--- config.mk ---
export PLATFORM = sky130hd
export DESIGN_NAME = wdc_top
export DESIGN_NICKNAME = d
export VERILOG_FILES = /design/src/rtl/wdc_pkg.sv /design/src/rtl/wdc_top.sv /design/src/rtl/wdc_window_decode.sv
export VERILOG_INCLUDE_DIRS = /design/src /design/src/rtl
export SDC_FILE = /design/constraint.sdc
export NUM_CORES = 1
export LEC_CHECK = 0
export ABC_CLOCK_PERIOD_IN_PS = 7700
export BUFFER_PORTS_ARGS = -buffer_cell sky130_fd_sc_hd__buf_2
export CAP_MARGIN = 20
export CORE_UTILIZATION = 67
export CTS_BUF_LIST = sky130_fd_sc_hd__clkbuf_2
export CTS_CLUSTER_DIAMETER = 50
export DETAILED_ROUTE_END_ITERATION = 10
export PLACE_DENSITY_LB_ADDON = 0.1
export SETUP_SLACK_MARGIN = 0.15
export SLEW_MARGIN = 20
export SYNTH_ARGS = -nofsm -noshare
export SYNTH_HDL_FRONTEND = slang
export SYNTH_HIERARCHICAL = 1
export SYNTH_SLANG_ARGS = --single-unit
--- constraint.sdc ---
create_clock -name CLK_SYS -period 7.7 [get_ports CLK_SYS]
set_input_delay 1.155 -clock CLK_SYS [delete_from_list [all_inputs] [get_ports CLK_SYS]]
set_output_delay 1.155 -clock CLK_SYS [all_outputs]
set_load 0.005 [all_outputs]
--- src/rtl/wdc_map.svh ---
// Purpose: offsets, field positions, reset values and timing of the
//          window watchdog configuration block
// Assumes: byte-wide registers behind the device's own register port
// Notes:   definitions only
`ifndef WDC_MAP_SVH
`define WDC_MAP_SVH

// ----------------------------------------------------------------------
// register offsets
// ----------------------------------------------------------------------
`define WDC_ADDR_CFG    8'h80
`define WDC_ADDR_CLOSE  8'h81
`define WDC_ADDR_OPEN   8'h82

// ----------------------------------------------------------------------
// watchdog_config fields
// ----------------------------------------------------------------------
`define WDC_ACT_HI      7
`define WDC_ACT_LO      6
`define WDC_SLP_BIT     5
`define WDC_DLY_HI      4
`define WDC_DLY_LO      2
`define WDC_PDM_HI      1
`define WDC_PDM_LO      0

// ----------------------------------------------------------------------
// reset values until the non-volatile load arrives
// ----------------------------------------------------------------------
`define WDC_CFG_RST     8'h00
`define WDC_CLOSE_RST   8'h00
`define WDC_OPEN_RST    8'h00

// ----------------------------------------------------------------------
// window code bands
// ----------------------------------------------------------------------
`define WDC_BAND2_CODE  8'h20
`define WDC_BAND3_CODE  8'h40
`define WDC_BAND1_BASE  10'h001
`define WDC_BAND2_BASE  10'h022
`define WDC_BAND3_BASE  10'h064

// ----------------------------------------------------------------------
// timing
// ----------------------------------------------------------------------
`define WDC_MS_NS       1000000
`define WDC_CLK_NS      100
`define WDC_MS_CYCLES   (`WDC_MS_NS / `WDC_CLK_NS)

`endif

--- src/rtl/wdc_pkg.sv ---
// Purpose: types of the window watchdog configuration block
// Assumes: widths fixed here are wide enough for the documented ranges
// Notes:   constants live in wdc_map.svh
package wdc_pkg;

    typedef enum logic [1:0] {
        WDC_ACT_OFF,
        WDC_ACT_IRQ_FIRST,
        WDC_ACT_RST_FIRST,
        WDC_ACT_PWR_ONLY
    } wdc_act_e;

    typedef enum logic [1:0] {
        WDC_PH_OFF,
        WDC_PH_DELAY,
        WDC_PH_CLOSED,
        WDC_PH_OPEN
    } wdc_phase_e;

    typedef logic [9:0]  wdc_ms_t;
    typedef logic [10:0] wdc_cnt_t;

    typedef struct packed {
        logic [7:0]  cfg;
        logic [7:0]  close_code;
        logic [7:0]  open_code;
        logic [7:0]  rd_data;
        wdc_phase_e  phase;
        logic [15:0] tick_cnt;
        wdc_cnt_t    ms_cnt;
        logic [2:0]  periods_left;
        logic [1:0]  stage;
        logic        sleep_d;
        logic        irq_p;
        logic        rst_p;
        logic        pwr_p;
        logic [1:0]  fshdn_code;
        logic        fshdn_we;
    } wdc_state_s;

endpackage

--- src/rtl/wdc_top.sv ---
// Purpose: window watchdog configuration, timing and escalation
// Assumes: register port, service, sleep and reset-release strobes come
//          from logic on CLK_SYS, so none of them is synchronised
// Notes:   write-lock bits come from the protection registers outside
`timescale 1ns/1ns
`default_nettype none
`include "wdc_map.svh"

// Operation
// - action select zero keeps the watchdog off with no expiry effects.
// - action 01b escalates interrupt, then reset, then forced power-down.
// - action 10b escalates reset first, then forced power-down, no interrupt.
// - action 11b forces power-down on every expiry.
// - run-in-sleep clear stops the watchdog in sleep; set keeps it running.
// - first closed window waits delay code plus one full watchdog periods.
// - delay restarts on reset release, config write, non-volatile load, or sleep exit if stopped.
// - forced power-down copies shutdown mode into the forced shutdown field.
// - closed window code resolution is 1, 2 or 4 ms by band.
// - closed window decodes 1 ms base, 34 ms at 20h, 100 ms at 40h.
// - registers load from non-volatile memory and ignore writes when locked.
// - open window code decodes exactly like the closed window code.
module wdc_top
    import wdc_pkg::*;
#(
    parameter int MS_CYCLES = `WDC_MS_CYCLES
)(
    // clock and reset
    input  wire logic       CLK_SYS,
    input  wire logic       RST,
    // non-volatile load
    input  wire logic       NVM_LOAD,
    input  wire logic [7:0] NVM_CFG,
    input  wire logic [7:0] NVM_CLOSE,
    input  wire logic [7:0] NVM_OPEN,
    // register port
    input  wire logic [7:0] REG_ADDR,
    input  wire logic [7:0] REG_WDATA,
    input  wire logic       REG_WE,
    input  wire logic       REG_RE,
    output logic      [7:0] REG_RDATA,
    // protection bits of the watchdog group
    input  wire logic       LOCK_A_WDT,
    input  wire logic       LOCK_B_WDT,
    // device events
    input  wire logic       WD_SERVICE,
    input  wire logic       SLEEP_ACTIVE,
    input  wire logic       RST_OUT_RELEASE,
    // escalation outputs
    output logic            WD_IRQ,
    output logic            WD_RESET_REQ,
    output logic            WD_PWRDN_REQ,
    output logic      [1:0] FORCED_SHDN_CODE,
    output logic            FORCED_SHDN_WE,
    // status
    output logic      [1:0] WD_PHASE,
    output logic      [1:0] WD_STAGE
);

    // ------------------------------------------------------------------
    // constants
    // ------------------------------------------------------------------
    localparam logic [15:0] TICK_LAST = 16'(MS_CYCLES - 1);

    // ------------------------------------------------------------------
    // state and decoders
    // ------------------------------------------------------------------
    wdc_state_s s_r;
    wdc_state_s s_nxt;
    wdc_ms_t    close_ms;
    wdc_ms_t    open_ms;
    wdc_cnt_t   period_ms;
    wdc_cnt_t   ms_inc;
    logic       locked;
    logic       cfg_wr;
    logic       tick;
    logic       paused;
    logic       restart;
    logic       expire;
    logic       good;
    wdc_act_e   act;

    wdc_window_decode u_close_dec (
        .code   (s_r.close_code),
        .len_ms (close_ms)
    );

    wdc_window_decode u_open_dec (
        .code   (s_r.open_code),
        .len_ms (open_ms)
    );

    // period is closed plus open window
    assign period_ms = {1'b0, close_ms} + {1'b0, open_ms};
    assign ms_inc    = s_r.ms_cnt + 11'h001;
    assign locked    = LOCK_A_WDT && LOCK_B_WDT;
    assign tick      = (s_r.tick_cnt == TICK_LAST);

    // ------------------------------------------------------------------
    // next state
    // ------------------------------------------------------------------
    always_comb begin
        s_nxt          = s_r;
        s_nxt.irq_p    = 1'b0;
        s_nxt.rst_p    = 1'b0;
        s_nxt.pwr_p    = 1'b0;
        s_nxt.fshdn_we = 1'b0;
        expire         = 1'b0;
        good           = 1'b0;

        // register writes; lock only blocks the host, not the load
        cfg_wr = REG_WE && !locked && (REG_ADDR == `WDC_ADDR_CFG);
        if (NVM_LOAD) begin
            s_nxt.cfg        = NVM_CFG;
            s_nxt.close_code = NVM_CLOSE;
            s_nxt.open_code  = NVM_OPEN;
        end else if (REG_WE && !locked) begin
            case (REG_ADDR)
                `WDC_ADDR_CFG:   s_nxt.cfg        = REG_WDATA;
                `WDC_ADDR_CLOSE: s_nxt.close_code = REG_WDATA;
                `WDC_ADDR_OPEN:  s_nxt.open_code  = REG_WDATA;
                default: ;
            endcase
        end

        if (REG_RE) begin
            case (REG_ADDR)
                `WDC_ADDR_CFG:   s_nxt.rd_data = s_r.cfg;
                `WDC_ADDR_CLOSE: s_nxt.rd_data = s_r.close_code;
                `WDC_ADDR_OPEN:  s_nxt.rd_data = s_r.open_code;
                default:         s_nxt.rd_data = 8'h00;
            endcase
        end

        // millisecond timebase, cleared whenever the delay restarts
        s_nxt.tick_cnt = tick ? 16'h0000 : 16'(s_r.tick_cnt + 16'h0001);

        // window sequencing
        case (s_r.phase)
            WDC_PH_OFF: begin
            end
            WDC_PH_DELAY: begin
                // service during the delay is neither good nor bad
                if (tick) begin
                    if (ms_inc >= period_ms) begin
                        s_nxt.ms_cnt = '0;
                        if (s_r.periods_left == 3'h0) begin
                            s_nxt.phase = WDC_PH_CLOSED;
                        end else begin
                            s_nxt.periods_left = 3'(s_r.periods_left - 3'h1);
                        end
                    end else begin
                        s_nxt.ms_cnt = ms_inc;
                    end
                end
            end
            WDC_PH_CLOSED: begin
                if (WD_SERVICE) begin
                    expire       = 1'b1;
                    s_nxt.ms_cnt = '0;
                end else if (tick) begin
                    if (ms_inc >= {1'b0, close_ms}) begin
                        s_nxt.phase  = WDC_PH_OPEN;
                        s_nxt.ms_cnt = '0;
                    end else begin
                        s_nxt.ms_cnt = ms_inc;
                    end
                end
            end
            WDC_PH_OPEN: begin
                if (WD_SERVICE) begin
                    good         = 1'b1;
                    s_nxt.phase  = WDC_PH_CLOSED;
                    s_nxt.ms_cnt = '0;
                end else if (tick) begin
                    if (ms_inc >= {1'b0, open_ms}) begin
                        expire       = 1'b1;
                        s_nxt.phase  = WDC_PH_CLOSED;
                        s_nxt.ms_cnt = '0;
                    end else begin
                        s_nxt.ms_cnt = ms_inc;
                    end
                end
            end
            default: begin
                s_nxt.phase = WDC_PH_OFF;
            end
        endcase

        // escalation on expiry, using the settings in force now
        act = wdc_act_e'(s_r.cfg[`WDC_ACT_HI:`WDC_ACT_LO]);
        if (expire) begin
            case (act)
                WDC_ACT_IRQ_FIRST: begin
                    s_nxt.irq_p = (s_r.stage == 2'h0);
                    s_nxt.rst_p = (s_r.stage == 2'h1);
                    s_nxt.pwr_p = (s_r.stage >= 2'h2);
                end
                WDC_ACT_RST_FIRST: begin
                    s_nxt.rst_p = (s_r.stage == 2'h0);
                    s_nxt.pwr_p = (s_r.stage != 2'h0);
                end
                WDC_ACT_PWR_ONLY: begin
                    s_nxt.pwr_p = 1'b1;
                end
                default: ;
            endcase
            if (s_r.stage != 2'h2) begin
                s_nxt.stage = 2'(s_r.stage + 2'h1);
            end
        end
        if (good) begin
            s_nxt.stage = 2'h0;
        end
        if (s_nxt.pwr_p) begin
            s_nxt.fshdn_code = s_r.cfg[`WDC_PDM_HI:`WDC_PDM_LO];
            s_nxt.fshdn_we   = 1'b1;
        end

        // stop, disable and restart take the freshly written settings
        act           = wdc_act_e'(s_nxt.cfg[`WDC_ACT_HI:`WDC_ACT_LO]);
        paused        = SLEEP_ACTIVE && !s_nxt.cfg[`WDC_SLP_BIT];
        s_nxt.sleep_d = SLEEP_ACTIVE;
        restart       = cfg_wr || NVM_LOAD || RST_OUT_RELEASE ||
                        (s_r.sleep_d && !SLEEP_ACTIVE &&
                         !s_nxt.cfg[`WDC_SLP_BIT]);
        if (act == WDC_ACT_OFF) begin
            s_nxt.phase = WDC_PH_OFF;
            s_nxt.stage = 2'h0;
            s_nxt.irq_p = 1'b0;
            s_nxt.rst_p = 1'b0;
            s_nxt.pwr_p = 1'b0;
            s_nxt.fshdn_we   = 1'b0;
            s_nxt.fshdn_code = s_r.fshdn_code;
        end else if (paused) begin
            // counting frozen; sleep exit reopens with a full delay
            s_nxt.phase = WDC_PH_OFF;
        end else if (restart || (s_r.phase == WDC_PH_OFF)) begin
            s_nxt.phase        = WDC_PH_DELAY;
            s_nxt.periods_left = s_nxt.cfg[`WDC_DLY_HI:`WDC_DLY_LO];
            s_nxt.ms_cnt       = '0;
            s_nxt.tick_cnt     = 16'h0000;
        end
    end

    // ------------------------------------------------------------------
    // state register
    // ------------------------------------------------------------------
    always_ff @(posedge CLK_SYS or posedge RST) begin
        if (RST) begin
            s_r              <= '0;
            s_r.cfg          <= `WDC_CFG_RST;
            s_r.close_code   <= `WDC_CLOSE_RST;
            s_r.open_code    <= `WDC_OPEN_RST;
            s_r.phase        <= WDC_PH_OFF;
        end else begin
            s_r <= s_nxt;
        end
    end

    // ------------------------------------------------------------------
    // outputs
    // ------------------------------------------------------------------
    assign REG_RDATA        = s_r.rd_data;
    assign WD_IRQ           = s_r.irq_p;
    assign WD_RESET_REQ     = s_r.rst_p;
    assign WD_PWRDN_REQ     = s_r.pwr_p;
    assign FORCED_SHDN_CODE = s_r.fshdn_code;
    assign FORCED_SHDN_WE   = s_r.fshdn_we;
    assign WD_PHASE         = s_r.phase;
    assign WD_STAGE         = s_r.stage;

endmodule
`default_nettype wire

--- src/rtl/wdc_window_decode.sv ---
// Purpose: window length code to milliseconds
// Assumes: three resolution bands of 1, 2 and 4 ms
// Notes:   purely combinational, used for both windows
`timescale 1ns/1ns
`default_nettype none
`include "wdc_map.svh"

module wdc_window_decode
    import wdc_pkg::*;
(
    // code in
    input  wire logic [7:0] code,
    // length out
    output wdc_ms_t         len_ms
);

    logic [7:0] off2;
    logic [7:0] off3;

    assign off2 = code - `WDC_BAND2_CODE;
    assign off3 = code - `WDC_BAND3_CODE;

    always_comb begin
        if (code < `WDC_BAND2_CODE) begin
            len_ms = `WDC_BAND1_BASE + {2'h0, code};
        end else if (code < `WDC_BAND3_CODE) begin
            len_ms = `WDC_BAND2_BASE + {1'h0, off2, 1'h0};
        end else begin
            len_ms = `WDC_BAND3_BASE + {off3, 2'h0};
        end
    end

endmodule
`default_nettype wire

### Word-level counts from Yosys, hierarchy flattened

Cells that the tools add are included.

| storage, ports and cells | value |
|---|---|
| logic and storage cells | 145 |
| output and inout bits | 18 |
| bits in registers | 73 |

| operators by class | value |
|---|---|
| $lt $le $gt $ge | 8 |
| $add $sub $neg | 15 |
| multiplexer cells | 54 |
| eq/ne operators | 20 |
| reductions and logical operators | 31 |
| bitwise logic cells | 1 |

Operators by type and width:

| kind | number |
|---|---|
| 2-to-1 mux 11 bit | 7 |
| 2-to-1 mux 30 bit | 2 |
| 2-to-1 mux 24 bit | 2 |
| 2-to-1 mux 10 bit | 4 |
| case mux 11 bit (3 select lines) | 1 |
| 2-to-1 mux 32 bit | 1 |
| 2-to-1 mux 2 bit | 15 |
| != test 5 bit, second input constant | 6 |
| == test 8 bit, second input constant | 3 |
| 2-to-1 mux 8 bit | 3 |
| case mux 8 bit (3 select lines) | 1 |
| greater-or-equal comparator 11 x 10 -> 1 bit | 2 |
| adder 6 x 9 -> 10 bit, first input constant | 2 |
| adder 7 x 10 -> 10 bit, first input constant | 2 |
| adder 1 x 8 -> 9 bit, first input constant | 2 |
| adder 16 x 1 -> 16 bit, second input constant | 1 |
| == test 16 x 14 -> 1 bit, second input constant | 1 |
| < comparator 8 x 6 -> 1 bit, second input constant | 2 |
| < comparator 8 x 7 -> 1 bit, second input constant | 2 |
| 2-to-1 mux 16 bit | 1 |
| subtractor 8 x 6 -> 8 bit, second input constant | 2 |
| subtractor 8 x 7 -> 8 bit, second input constant | 2 |
| 2-to-1 mux 3 bit | 5 |
| 2-to-1 mux 14 bit | 1 |
| 26 further kinds | 59 |

### Depth between registers and ports, before layout

Gate-level depths: netlist (run 1).

| logic depth | value |
|---|---|
| depth after elaboration | 12 |
| depth in mapped cells | 23 |
| mapped depth without buffers | 23 |

### Cells and area by module

Netlist (run 1), hierarchy kept.

By module, submodules not included:

| module | instances | area each (µm²) | sequential area each (µm²) | cells each |
|---|---|---|---|---|
| wdc_top | 1 | 5310.1 | 1801.7 | 569 |
| wdc_window_decode | 2 | 484.2 | 0.0 | 69 |

### Least setup slack after synthesis (run 1)

Ideal clock, no wire load.

| timing | value |
|---|---|
| kind | reg-to-reg |
| from | reg s_r[63] (netlist name) |
| to | reg s_r[11] (netlist name) |
| slack | 3.126 ns |
| data arrival time | 4.446 ns |
| stages on the path, launching flop included | 23 |
| required time | 7.572 ns |
| period minus slack after synthesis | 4.574 ns |
| cell sequence | dfrtp_1 > inv_1 > ha_1 > nand2_1 > nand2_1 > o21ai_0 > and2_1 > ha_1 > a21o_1 > a21oi_1 > o21ai_0 > a2111oi_0 > o31ai_1 > a21oi_1 > xor2_1 > ha_1 > a211oi_1 > o21ai_0 > a211oi_1 > nor3_2 > nand3b_1 > mux2_2 > mux2_1 |

RTL lines:

| element | RTL line | text |
|---|---|---|
| start, declared | wdc_top.sv:67 | `wdc_state_s s_r;` |
| start signal, assigned | wdc_top.sv:256 | `s_r <= s_nxt;` |

==> impl_results.md, run 1 <==
- Status: completed
- Final period util: 70.2%
- Clock transition at path regs: 0.22 ns
- Share of cells above drive strength 1: 16.2%
- Die ar.: 0.00976 mm^2
- Number of global-route vias before repair: 5150
- NetSw: 0.397 mW
- Final hold vios: 0
- Sequential share of the synthesized area: approximately 29%
- Placed cell area: 0.00652 mm^2
- Fmax: 0.185 GHz
- Die X: between 90 and 100 um
- Lkg Pwr: 3.29 nW
- Global Route Usage Sum: 31.4%
- Switching part of the total: 37.1%
- Hold Path Stages: 1
- Initial Util: 70.6%
- Final setup fails: 0
- Max-cap violations: 0
- Starting DRT DRC Count: 352
- Die Span Y: approximately 99 um
- Worst Clk Skew: about 0.024 ns
- Routed vias/inst: 6.12
- Post-route setup slack: roughly 2.3 ns
- Seq cells post-synth: 72
- Synth Instances: slightly above 700
- Initial antenna violation count: 0
- Most frequent cells in the layout: dfrtp_1, ha_1, buf_2
- Int Power: between 0.6 and 0.7 mW
- CTS H-tree depth: 3
- Final HPWL DP: roughly 11000 um
- GR Overflow Total: 0
- Crit path DAT: a little under 6 ns
- Leading cell type in the layout, fill and taps excluded: dfrtp_1
- P per Cell Area: 160 mW/mm^2
- Kind of critical path: flip-flop to flip-flop
- Rows: 34
- Routed WL: between 10000 and 15000 um
- Critical Path RT: 8.11 ns
- Worst hold path class: flip-flop to flip-flop
- DP Cell Count: 843
- Reg2Reg Depth: 21
- Period minus WS final: roughly 5.4 ns
- Clock power frac: 24.0%
- Final nets: 866
- Startpoint types: flip-flop
- RR Endpoint: s_r[14]
- Clk buf depth: 2
- Pin count of the biggest net entering global routing: 73
- Relative max-transition margin: between 30% and 40%
- Remaining DRCs: 0
- Pre-antenna DRT Iters: 5
- Synth warnings: 6
- IO Port Bufs: between 60 and 70
- Post-Syn Nets: 827
- Wirelength per Cell: 16.5 um
- Cells along the critical path: inv_1 > ha_1 > nand2_1 > nand2_1 > o21ai_0 > and2_1 > ha_1 > a21o_1 > a21oi_1 > o21ai_0 > a2111oi_0 > nor2_1 > xnor2_1 > ha_1 > nand4_1 > nor3b_1 > a211oi_1 > o21ai_0 > nand2_1 > a211oi_2 > nor3_1
- Dpl ws: about 2.4 ns
- Reg2Reg Setup Slack: approximately 2.3 ns
- Clock tree sinks: 72
- Final GP Congestion: 0.883
- Worst-Margin Slew: ~0.9 ns
- Final Instance Area: 0.00666 mm^2
- Worst path slowest cell: a2111oi_0
- Synth Flop Type: dfrtp_1
- Mapped Area: 0.00628 mm^2
- ANT cells: 0
- First-pass GRT wire length: about 24000 um
- RSZ-0062 raised after global routing: no
- Total number of vias: about 5300
- CTS Hold Buffers Added: 0
- Combinational Power Share: between 30% and 40%
- Setup TNS Final: 0 ns
- Post-CTS Setup Bufs: 0
- Clk Latency, worst-skew pair: 0.54 ns
- Layout area overhead: 6.06%
- R2R Path Start: s_r[63]
- Worst Setup End Kind: flip-flop
- Crit-path max cell delay: 0.64 ns
- Final Non-Filler Cells: 859
- Core Region: 0.00889 mm^2
- Critical path peak fanout: 9
- Reg power frac: 40.4%
- Worst Hold Path EP: s_r[23]
- I/O pins: 68
- Post-cts sizing count: 0
- Min-Delay Startpoint: s_r[23]
- CTS tree: built
- CTS buffer count: 9
- Async SR Flop Fraction: between 90% and 100%
- EDFF count, synth: 0
- Slew Limit Fails: 0
- Antenna viol nets, final: 0
- CTS root buf: clkbuf_2
- Synth unique cells: 69
- Worst IR Drop VDD: 0.141 mV
- Worst hold slack: approximately 0.48 ns
- Syn_area_per_cell: 8.88 um^2
==> sequential cells by signal, summed over array words and instances (netlist names) <==
signal and cells:
WD_STAGE 2, WD_PHASE 2, s_r 55, WD_RESET_REQ 1, FORCED_SHDN_WE 1, FORCED_SHDN_CODE 2
REG_RDATA 8, WD_IRQ 1
==> stage by stage <==
stage | util (%) | total power, mW
2_1_floorplan | - | 0.722
3_3_place_gp | 73.4 | 0.796
3_5_place_dp | 73.4 | 0.813
4_1_cts | 74.9 | 1.07
5_1_grt | 74.9 | 1.14
6_report | 74.9 | 1.07
==> power groups by stage <==
stage,registers [mW],clock network (mW),logic [mW]
2_1_floorplan,0.423,0,0.299
3_3_place_gp,0.436,0,0.360
3_5_place_dp,0.437,0,0.375
4_1_cts,0.430,0.259,0.379
5_1_grt,0.435,0.271,0.434
6_report,0.431,0.257,0.381
==> area by class of cell <==
type / count / area [um^2]
Multi-Input combinational cell: 538 / 4030
Clock inverter: 5 / 81.3
Timing Repair Buffer: 68 / 343
Fill cell: 661 / 2230
Tap cell: 108 / 135
Inverter: 57 / 214
Clock buffer: 11 / 55.1
Sequential cell: 72 / 1800
==> cell usage after synthesis, types with 3 or more instances <==
library cell | count | area, um^2
o21ai_2 | 5 | 43.8
inv_1 | 57 | 214
o21a_1 | 5 | 37.5
nor4b_2 | 3 | 45.0
o22ai_1 | 14 | 87.6
nand2b_1 | 4 | 25.0
o211ai_1 | 3 | 22.5
mux2_2 | 6 | 67.6
xnor2_1 | 40 | 350
a31oi_1 | 3 | 18.8
a211oi_1 | 15 | 113
and3_1 | 7 | 43.8
and4_1 | 5 | 43.8
o21ai_0 | 43 | 215
clkbuf_1 | 15 | 56.3
a41oi_1 | 3 | 26.3
nor3b_1 | 3 | 22.5
nor3_1 | 16 | 80.1
o21ai_1 | 5 | 25.0
buf_4 | 16 | 120
a21o_1 | 8 | 60.1
nor2_1 | 58 | 218
dfrtp_1 | 72 | 1800
nand3_1 | 21 | 105
and2_1 | 4 | 25.0
mux2i_1 | 34 | 340
nor2b_1 | 4 | 25.0
nand2_1 | 60 | 225
buf_2 | 7 | 35.0
nand4_1 | 3 | 18.8
a311oi_1 | 3 | 26.3
a21oi_1 | 29 | 145
ha_1 | 69 | 863
xor2_1 | 20 | 175
==> worst max-delay path by stage <==
stage               startpoint      end  slack (ns)  depth (start not counted)
floorplan              s_r[63]  s_r[11]        3.13                         22
global placement       s_r[63]  s_r[14]        2.71                         21
detailed placement     s_r[63]  s_r[14]        2.43                         21
CTS                    s_r[63]  s_r[14]        2.36                         21
global route           s_r[63]  s_r[18]        1.76                         21
finish                 s_r[63]  s_r[14]        2.30                         21
==> layer usage <==
| metal | share of wire, % | vias to the layer above | wire length [um] | GRT usage [%] |
|---|---|---|---|---|
| li1 | - | 2564 | - | - |
| met1 | 45 | 2524 | 6330 | 41.5 |
| met2 | 49 | 148 | 6950 | 53.4 |
| met3 | 4.9 | 22 | 692 | 5.18 |
| met4 | 1.3 | 0 | 187 | 8.50 |
| met5 | 0 | - | 0 | 0 |
==> critical path, delay by kind of cell (launching register included) <==
kind                       cells  cell delay, ns
adders and majority gates      3            0.88
xor gates and xnor gates       1            0.16
buffers and inverters          1            0.22
and+or+nand+nor                8            1.22
DFF                            1            0.50
AOI/OAI and AO/OA              8            2.30
==> cells by family after synthesis <==
group,after synthesis,share of synthesized area [%]
compound gates,159,17.3
xor+xnor,61,8.81
fa+ha+maj,70,14.1
simple gates,207,17.3
flops,72,28.7
mux,41,6.68
buf+inv,97,7.13
Note: power is estimated with default switching activity, not from simulation.
==> run 2: changes to the inputs <==
--- a/config.mk
+++ b/config.mk
@@ -6,10 +6,10 @@
 export SDC_FILE = /design/constraint.sdc
 export NUM_CORES = 1
 export LEC_CHECK = 0
-export ABC_CLOCK_PERIOD_IN_PS = 7700
+export ABC_CLOCK_PERIOD_IN_PS = 4480
 export BUFFER_PORTS_ARGS = -buffer_cell sky130_fd_sc_hd__buf_2
 export CAP_MARGIN = 20
-export CORE_UTILIZATION = 67
+export CORE_UTILIZATION = 56
 export CTS_BUF_LIST = sky130_fd_sc_hd__clkbuf_2
 export CTS_CLUSTER_DIAMETER = 50
 export DETAILED_ROUTE_END_ITERATION = 10
==> constraint.sdc (replaced) <==
create_clock -name CLK_SYS -period 4.48 [get_ports CLK_SYS]
set_input_delay 0.672 -clock CLK_SYS [delete_from_list [all_inputs] [get_ports CLK_SYS]]
set_output_delay 0.672 -clock CLK_SYS [all_outputs]
set_load 0.005 [all_outputs]
==> run 2 against run 1 <==
Effect of this change: setup slack got worse by 2.2 ns; register-to-register slack lost 2.2 ns; clock power is 61% higher; sequential power grew 69%; clock skew rose by 0.015 ns; flip-flop and latch count unchanged; highest routed layer unchanged.
==> impl_results.md, run 2 (synthesis gave the netlist of run 1 again) <==
- Share of cells above drive strength 1: 29.5% (+13 points)
- Critical path peak fanout: 8 (-1)
- Final Instance Area: 0.00744 mm^2 (+12%)
- Final hold vios: 0 (unchanged)
- Setup TNS Final: 0 ns (unchanged)
- Final setup fails: 0 (unchanged)
- Initial Util: 57.7% (-13 points)
- Die X: 108 um (+9.2%)
- Max reg flops: 55 (unchanged)
- I/O pins: 68 (unchanged)
- Relative max-transition margin: 48.5% (+8.6 points)
- Antenna viol nets, final: 0 (unchanged)
- Pre-antenna DRT Iters: 5 (unchanged)
- Final HPWL DP: 11800 um (+8.0%)
- Routed WL: 16100 um (+14%)
- Startpoint types: flip-flop
- Wirelength per Cell: 17.1 um (+3.7%)
- IO Port Bufs: 67 (unchanged)
- Die ar.: 0.0116 mm^2 (+19%)
- CTS H-tree depth: 3 (unchanged)
- Crit path DAT: 4.86 ns (-0.95 ns)
- Worst Setup End Kind: flip-flop
- Layout area overhead: 18.6%
- Remaining DRCs: 0 (unchanged)
- Worst hold path class: input pin to async pin
- Rows: 38 (+12%)
- Critical Path RT: 4.93 ns (-3.18 ns)
- Final period util: 98.6% (+28 points)
- Clk buf depth: 2 (unchanged)
- Placed cell area: 0.00681 mm^2 (+4.4%)
- Die Span Y: 108 um (+9.2%)
- Clock transition at path regs: 0.22 ns (about the same)
- Final Non-Filler Cells: 941 (+9.5%)
- Slew Limit Fails: 0 (unchanged)
- Core Region: 0.0109 mm^2 (+22%)
- Clk Latency, worst-skew pair: 0.54 ns (about the same)
- Most frequent cells in the layout: dfrtp_1, buf_2, ha_1
- Kind of critical path: flip-flop to flip-flop
- Global Route Usage Sum: 28.5% (-2.8 points)
- Worst IR Drop VDD: 0.181 mV (+28%)
- ANT cells: 0 (unchanged)
- First-pass GRT wire length: 26000 um (+6.5%)
- Max-cap violations: 0 (unchanged)
- Worst hold slack: 0.235 ns (-0.243 ns)
- Starting DRT DRC Count: 392 (+11%)
- Pin count of the biggest net entering global routing: 54 (-26%)
- Final GP Congestion: 0.869 (-1.7%)
- Total number of vias: 5474 (+4.1%)
- Period minus WS final: 4.42 ns (-0.988 ns)
- Worst Clk Skew: 0.0392 ns (+0.0149 ns)
- Leading cell type in the layout, fill and taps excluded: dfrtp_1
- CTS root buf: clkbuf_2
- CTS tree: built
- Number of global-route vias before repair: 5466 (+6.1%)
- Fmax: 0.226 GHz (+22%)
- Reg with most FFs: s_r
- Lkg Pwr: 3.63 nW (+10%)
- GR Overflow Total: 0 (unchanged)
- P per Cell Area: 272 mW/mm^2 (+69%)
- CTS buffer count: 9 (unchanged)
- Initial antenna violation count: 0 (unchanged)
- Clock tree sinks: 72 (unchanged)
- Worst-Margin Slew: 0.773 ns (-0.129 ns)
- RSZ-0062 raised after global routing: yes
- Final nets: 917 (+5.9%)
- DP Cell Count: 906 (+7.5%)
- CTS Hold Buffers Added: 0 (unchanged)
- Status: completed
- Total Power: 2.02 mW (+89%)
- Routed vias/inst: 5.82 (-5.0%)
run 2: cell count changes in the layout (fill, tap and decap cells not counted), moves of 6 or more:
cell	delta
buf_4	+47
ha_1	-10
inv_1	-8
inv_2	+8
ha_4	+7
nor3_1	-7
o21ai_0	-6
run 2: report_power, final:
group / switching, mW / internal [mW] / total (mW)
combinational: 0.479 / 0.401 / 0.880
clock: 0.231 / 0.185 / 0.415
sequential: 0.0418 / 0.687 / 0.729
total: 0.751 / 1.27 / 2.02
run 2: worst paths after layout:
kind	start	to	slack (ns)	depth (start not counted)
max	s_r[55]	s_r[11]	0.06	21
min in group CLK_SYS	SLEEP_ACTIVE	s_r[6]	0.26	1
max reg2reg	s_r[55]	s_r[11]	0.06	21
min	RST	REG_RDATA[7]	0.24	2
min reg2reg	s_r[23]	s_r[23]	0.47	1
max in group asynchronous	RST	s_r[12]	3.26	3
run 2: metrics by stage:
| step | utilization, % | worst slack, ns |
|---|---|---|
| 2_1_floorplan | - | 0.159 |
| 3_3_place_gp | 62.6 | 0.0686 |
| 3_5_place_dp | 62.6 | -0.0881 |
| 4_1_cts | 65.6 | 0.158 |
| 5_1_grt | 68.4 | -0.104 |
| 6_report | 68.4 | 0.0641 |
run 2: timing repair:
action,4_1_cts,5_1_grt
pin swaps,8,19
resized for setup,32,49
setup endpoints to repair,15,15
cloned,0,1
buffers inserted,5,14
run 2: worst max-delay path: stages, from the launching register on:
cell,delay (ns)
dfrtp_1,0.44
inv_2,0.12
ha_4,0.16
nand2_4,0.08
o21ai_1,0.23
and2_4,0.21
ha_4,0.20
a21o_1,0.18
a21oi_2,0.16
o21ai_2,0.09
a2111oi_4,0.35
buf_4,0.17
nor2_1,0.04
xnor2_1,0.13
ha_1,0.30
nand4_1,0.14
nor3b_2,0.20
a211oi_2,0.12
nor3_4,0.25
nand3b_1,0.15
mux2_4,0.33
mux2_4,0.26
run 2: layout make-up:
type,instances,area (um^2)
fill,844,3440
tap,140,175
clock buffer,11,55.1
multi-input combinational,538,4370
clock inverter,4,70.1
inverter,57,214
timing repair buffer,119,749
sequential,72,1810
run 2: per-layer routing:
metal / wire [um] / up-vias / share of wire (%) / global-route usage, %
met1: 7190 / 2670 / 45 / 37.5
met5: 0 / - / 0 / 0
li1: - / 2655 / - / -
met3: 719 / 21 / 4.5 / 4.06
met2: 7920 / 128 / 49 / 48.8
met4: 258 / 0 / 1.6 / 7.83
==> run 3: changes to the inputs <==
--- a/config.mk
+++ b/config.mk
@@ -18,5 +18,4 @@
 export SLEW_MARGIN = 20
 export SYNTH_ARGS = -nofsm -noshare
 export SYNTH_HDL_FRONTEND = slang
-export SYNTH_HIERARCHICAL = 1
 export SYNTH_SLANG_ARGS = --single-unit
==> run 3 against run 2 <==
Effect of this change: register-to-register slack better by 0.05 ns; critical path depth is 1 lower; synthesized area rose by 0.28%.
==> impl_results.md, run 3 <==
- Status: completed
- Final GP Congestion: 0.908 (+4.6%)
- RSZ-0062 raised after global routing: yes
- Initial Util: 57.8% (+0.16 points)
- Int Power: 1.21 mW (-4.9%)
- Fmax: 0.229 GHz (+1.0%)
- Critical path's top delay family: compound AO/OA/AOI/OAI gates
- IO Port Bufs: 67 (unchanged)
- Core Region: 0.0109 mm^2 (unchanged)
- Register Area: 0.00180 mm^2 (-0.14%)
- Routed metal-1 wirelength: 7230 um (+0.53%)
- Multi-input gate area: 0.00439 mm^2 (+0.26%)
- Critical Path RT: 4.95 ns (+0.02 ns)
- Kind of critical path: flip-flop to flip-flop
- Share of cells above drive strength 1: 25.4% (-4.0 points)
- Async SR Flop Fraction: 100% (unchanged)
- Wirelength per Cell: 17.2 um (+0.89%)
- Reg2Reg Depth: 20 (-4.8%)
- CTS H-tree depth: 3 (unchanged)
- CTS root buf: clkbuf_2
- Final HPWL DP: 12300 um (+4.6%)
- Slew Limit Fails: 0 (unchanged)
- Worst IR Drop VDD: 0.179 mV (-1.3%)
- Number of global-route vias before repair: 5335 (-2.4%)
- Critical path peak fanout: 5 (-3)
- Combinational Power Share: 44.9% (+1.4 points)
- Max reg flops: 55 (unchanged)
- CTS buffer count: 9 (unchanged)
- Synth top cells by count: nand2_1, dfrtp_1, ha_1, nor2_1, o21ai_0
- Final hold vios: 0 (unchanged)
- Startpoint types: flip-flop
- CP bufs+invs: 1 (-1)
- Synth Instances: 750 (+6.1%)
- Final period util: 97.6% (-1.0 points)
- Worst Clk Skew: 0.0351 ns (-0.00418 ns)
- Clk Latency, worst-skew pair: 0.56 ns (+0.02 ns)
- Antenna viol nets, final: 0 (unchanged)
- Top Layer Used: met4
- Most frequent cell after synthesis: nand2_1
- Seq cells post-synth: 72 (unchanged)
- ANT cells: 0 (unchanged)
- Remaining DRCs: 0 (unchanged)
- Routed vias/inst: 5.88 (+1.0%)
- Mapped Area: 0.00630 mm^2 (+0.28%)
- Die ar.: 0.0117 mm^2 (+0.27%)
- Die X: 108 um (+0.13%)
- Total number of vias: 5701 (+4.1%)
- Met3 WL: 966 um (+34%)
- Crit path DAT: 4.84 ns (-0.02 ns)
- Final setup fails: 0 (unchanged)
- Rows: 38 (unchanged)
- Syn_area_per_cell: 8.39 um^2 (-5.5%)
- Final nets: 946 (+3.2%)
- Max-cap violations: 0 (unchanged)
- Routed wl met2: 8170 um (+3.2%)
- Reg power frac: 36.9% (+0.9 points)
- Synth area leader: dfrtp_1
- Fill cells: 893 (+5.8%)
- Clock transition at path regs: 0.21 ns (about the same)
- Dpl ws: -0.176 ns (-0.0883 ns)
- Post-Syn Nets: 870 (+5.2%)
- Crit-path max cell delay: 0.48 ns (+0.04 ns)
- GR Overflow Total: 0 (unchanged)
- Synth warnings: 0 (-6)
- Worst Setup End Kind: flip-flop
- Global Route Usage Sum: 28.2% (-0.31 points)
- I/O pins: 68 (unchanged)
- Clock power frac: 18.2% (-2.3 points)
- Pre-antenna DRT Iters: 5 (unchanged)
- Die Span Y: 108 um (+0.13%)
- Initial antenna violation count: 0 (unchanged)
- EDFF count, synth: 0 (unchanged)
- Worst-Margin Slew: 0.812 ns (+0.0387 ns)
- Largest cells by area after synthesis: dfrtp_1, ha_1, mux2i_1
- Routed WL: 16700 um (+4.0%)
- Reg with most FFs: s_r
- Most frequent cells in the layout: nand2_1, dfrtp_1, buf_2
- Leading cell type in the layout, fill and taps excluded: nand2_1
- Synth unique cells: 66 (-4.3%)
- Worst path slowest cell: dfrtp_1
- Total Power: 1.98 mW (-2.2%)
- First-pass GRT wire length: 25700 um (-1.2%)
- Post-route setup slack: 0.109 ns (+0.0450 ns)
- Cells along the critical path: ha_2 > and2_2 > a31oi_1 > a21oi_1 > a31oi_1 > a21o_1 > ha_4 > inv_1 > o21bai_1 > a21oi_2 > o21ai_2 > xnor2_1 > ha_2 > or4_4 > a221oi_2 > o21a_1 > nor2_1 > and3b_2 > mux2i_1 > mux2_2
- Clk buf depth: 2 (unchanged)
- Pin count of the biggest net entering global routing: 55 (+1.9%)
- P per Cell Area: 269 mW/mm^2 (-0.96%)
- Layout area overhead: 16.8%
- Starting DRT DRC Count: 499 (+27%)
- CTS tree: built
- Top-area cell type share of the netlist area: 28.6% (-0.080 points)
- Synth Flop Type: dfrtp_1
- Lkg Pwr: 3.67 nW (+1.1%)
- Sequential share of the synthesized area: 28.6% (-0.080 points)
- Worst hold path class: input pin to async pin
- Period minus WS final: 4.37 ns (-0.0450 ns)
- Clock tree sinks: 72 (unchanged)
- NetSw: 0.769 mW (+2.4%)
- CP Depth: 20 (-4.8%)
- Relative max-transition margin: 45.9% (-2.6 points)
- Switching part of the total: 38.9% (+1.7 points)
run 3: changes by cell type in the layout (fill, tap and decap cells not counted), moves of 6 or more:
cell,previous run,this run
nand2_1,55,84
o21ai_0,37,50
a21oi_1,25,35
xnor2_1,36,26
nor2_1,55,64
buf_4,48,40
a211oi_1,11,5
ha_1,59,53
o21ai_2,9,3
run 3: through the flow:
step / utilization [%] / cells / hold slack, ns / TNS [ns] / cell area [um^2]
finish: 67.5 / 970 / 0.196 / 0 / 7350
detailed placement: 62.3 / 938 / 0.459 / -0.954 / 6780
floorplan: - / 750 / 0.422 / 0 / 6320
CTS: 64.6 / 957 / 0.183 / 0 / 7030
global route: 67.5 / 970 / 0.218 / -0.282 / 7350
global placement: 62.3 / 938 / 0.448 / 0 / 6780
run 3: logic make-up (layout without fill, tap and decap cells):
logic type,after synthesis,after routing,share of synthesized area (%)
buffers and inverters,98,178,7.05
AOI/OAI and AO/OA,170,170,17.4
muxes,41,41,6.64
and+or+nand+nor,246,246,18.9
adders and majority gates,70,70,14.0
DFF,72,72,28.6
xor gates and xnor gates,53,53,7.37
run 3: area by class of cell:
class	count	share of cell area [%]
repair buffers	111	9.38
multi-input cells	580	59.7
clock buffers	10	0.681
well taps	140	2.38
flip-flops and latches	72	24.5
inverters	52	2.69
clock inverters	5	0.664
run 3: timing repair:
| action | CTS | global route |
|---|---|---|
| hold buffers | 0 | 0 |
| gates resized for setup | 25 | 48 |
| endpoints found under the setup margin | 16 | 16 |
| pin swaps | 6 | 24 |
| endpoints found under the hold margin | 0 | 0 |
| setup buffers | 4 | 13 |
run 3: final timing paths:
| kind | slack [ns] | end | startpoint |
|---|---|---|---|
| max in group asynchronous | 3.51 | s_r[59] | RST |
| min | 0.20 | s_r[9] | RST |
| min in group CLK_SYS | 0.31 | s_r[6] | SLEEP_ACTIVE |
| max reg2reg | 0.11 | s_r[10] | s_r[58] |
| max | 0.11 | s_r[10] | s_r[58] |
| min reg2reg | 0.48 | s_r[23] | s_r[23] |
run 3: worst register-to-register path, stage by stage, from the launching register on:
cell	delay, ns
dfrtp_1	0.48
ha_2	0.21
and2_2	0.23
a31oi_1	0.20
a21oi_1	0.09
a31oi_1	0.20
a21o_1	0.20
ha_4	0.22
inv_1	0.08
o21bai_1	0.09
a21oi_2	0.22
o21ai_2	0.10
xnor2_1	0.15
ha_2	0.19
or4_4	0.47
a221oi_2	0.20
o21a_1	0.24
nor2_1	0.10
and3b_2	0.24
mux2i_1	0.12
mux2_2	0.26
run 3: power by group through the flow:
| stage | Clock [mW] | Combinational [mW] | Sequential (mW) |
|---|---|---|---|
| 2_1_floorplan | 0 | 0.530 | 0.725 |
| 3_3_place_gp | 0 | 0.689 | 0.737 |
| 3_5_place_dp | 0 | 0.714 | 0.738 |
| 4_1_cts | 0.369 | 0.761 | 0.727 |
| 5_1_grt | 0.386 | 0.971 | 0.736 |
| 6_report | 0.359 | 0.889 | 0.731 |
run 3: metal layers:
layer  up-vias  track usage (%)
met3        30             5.12
met1      2724             37.2
li1       2740                -
met2       207             46.5
met4         0             9.69
met5         -                0
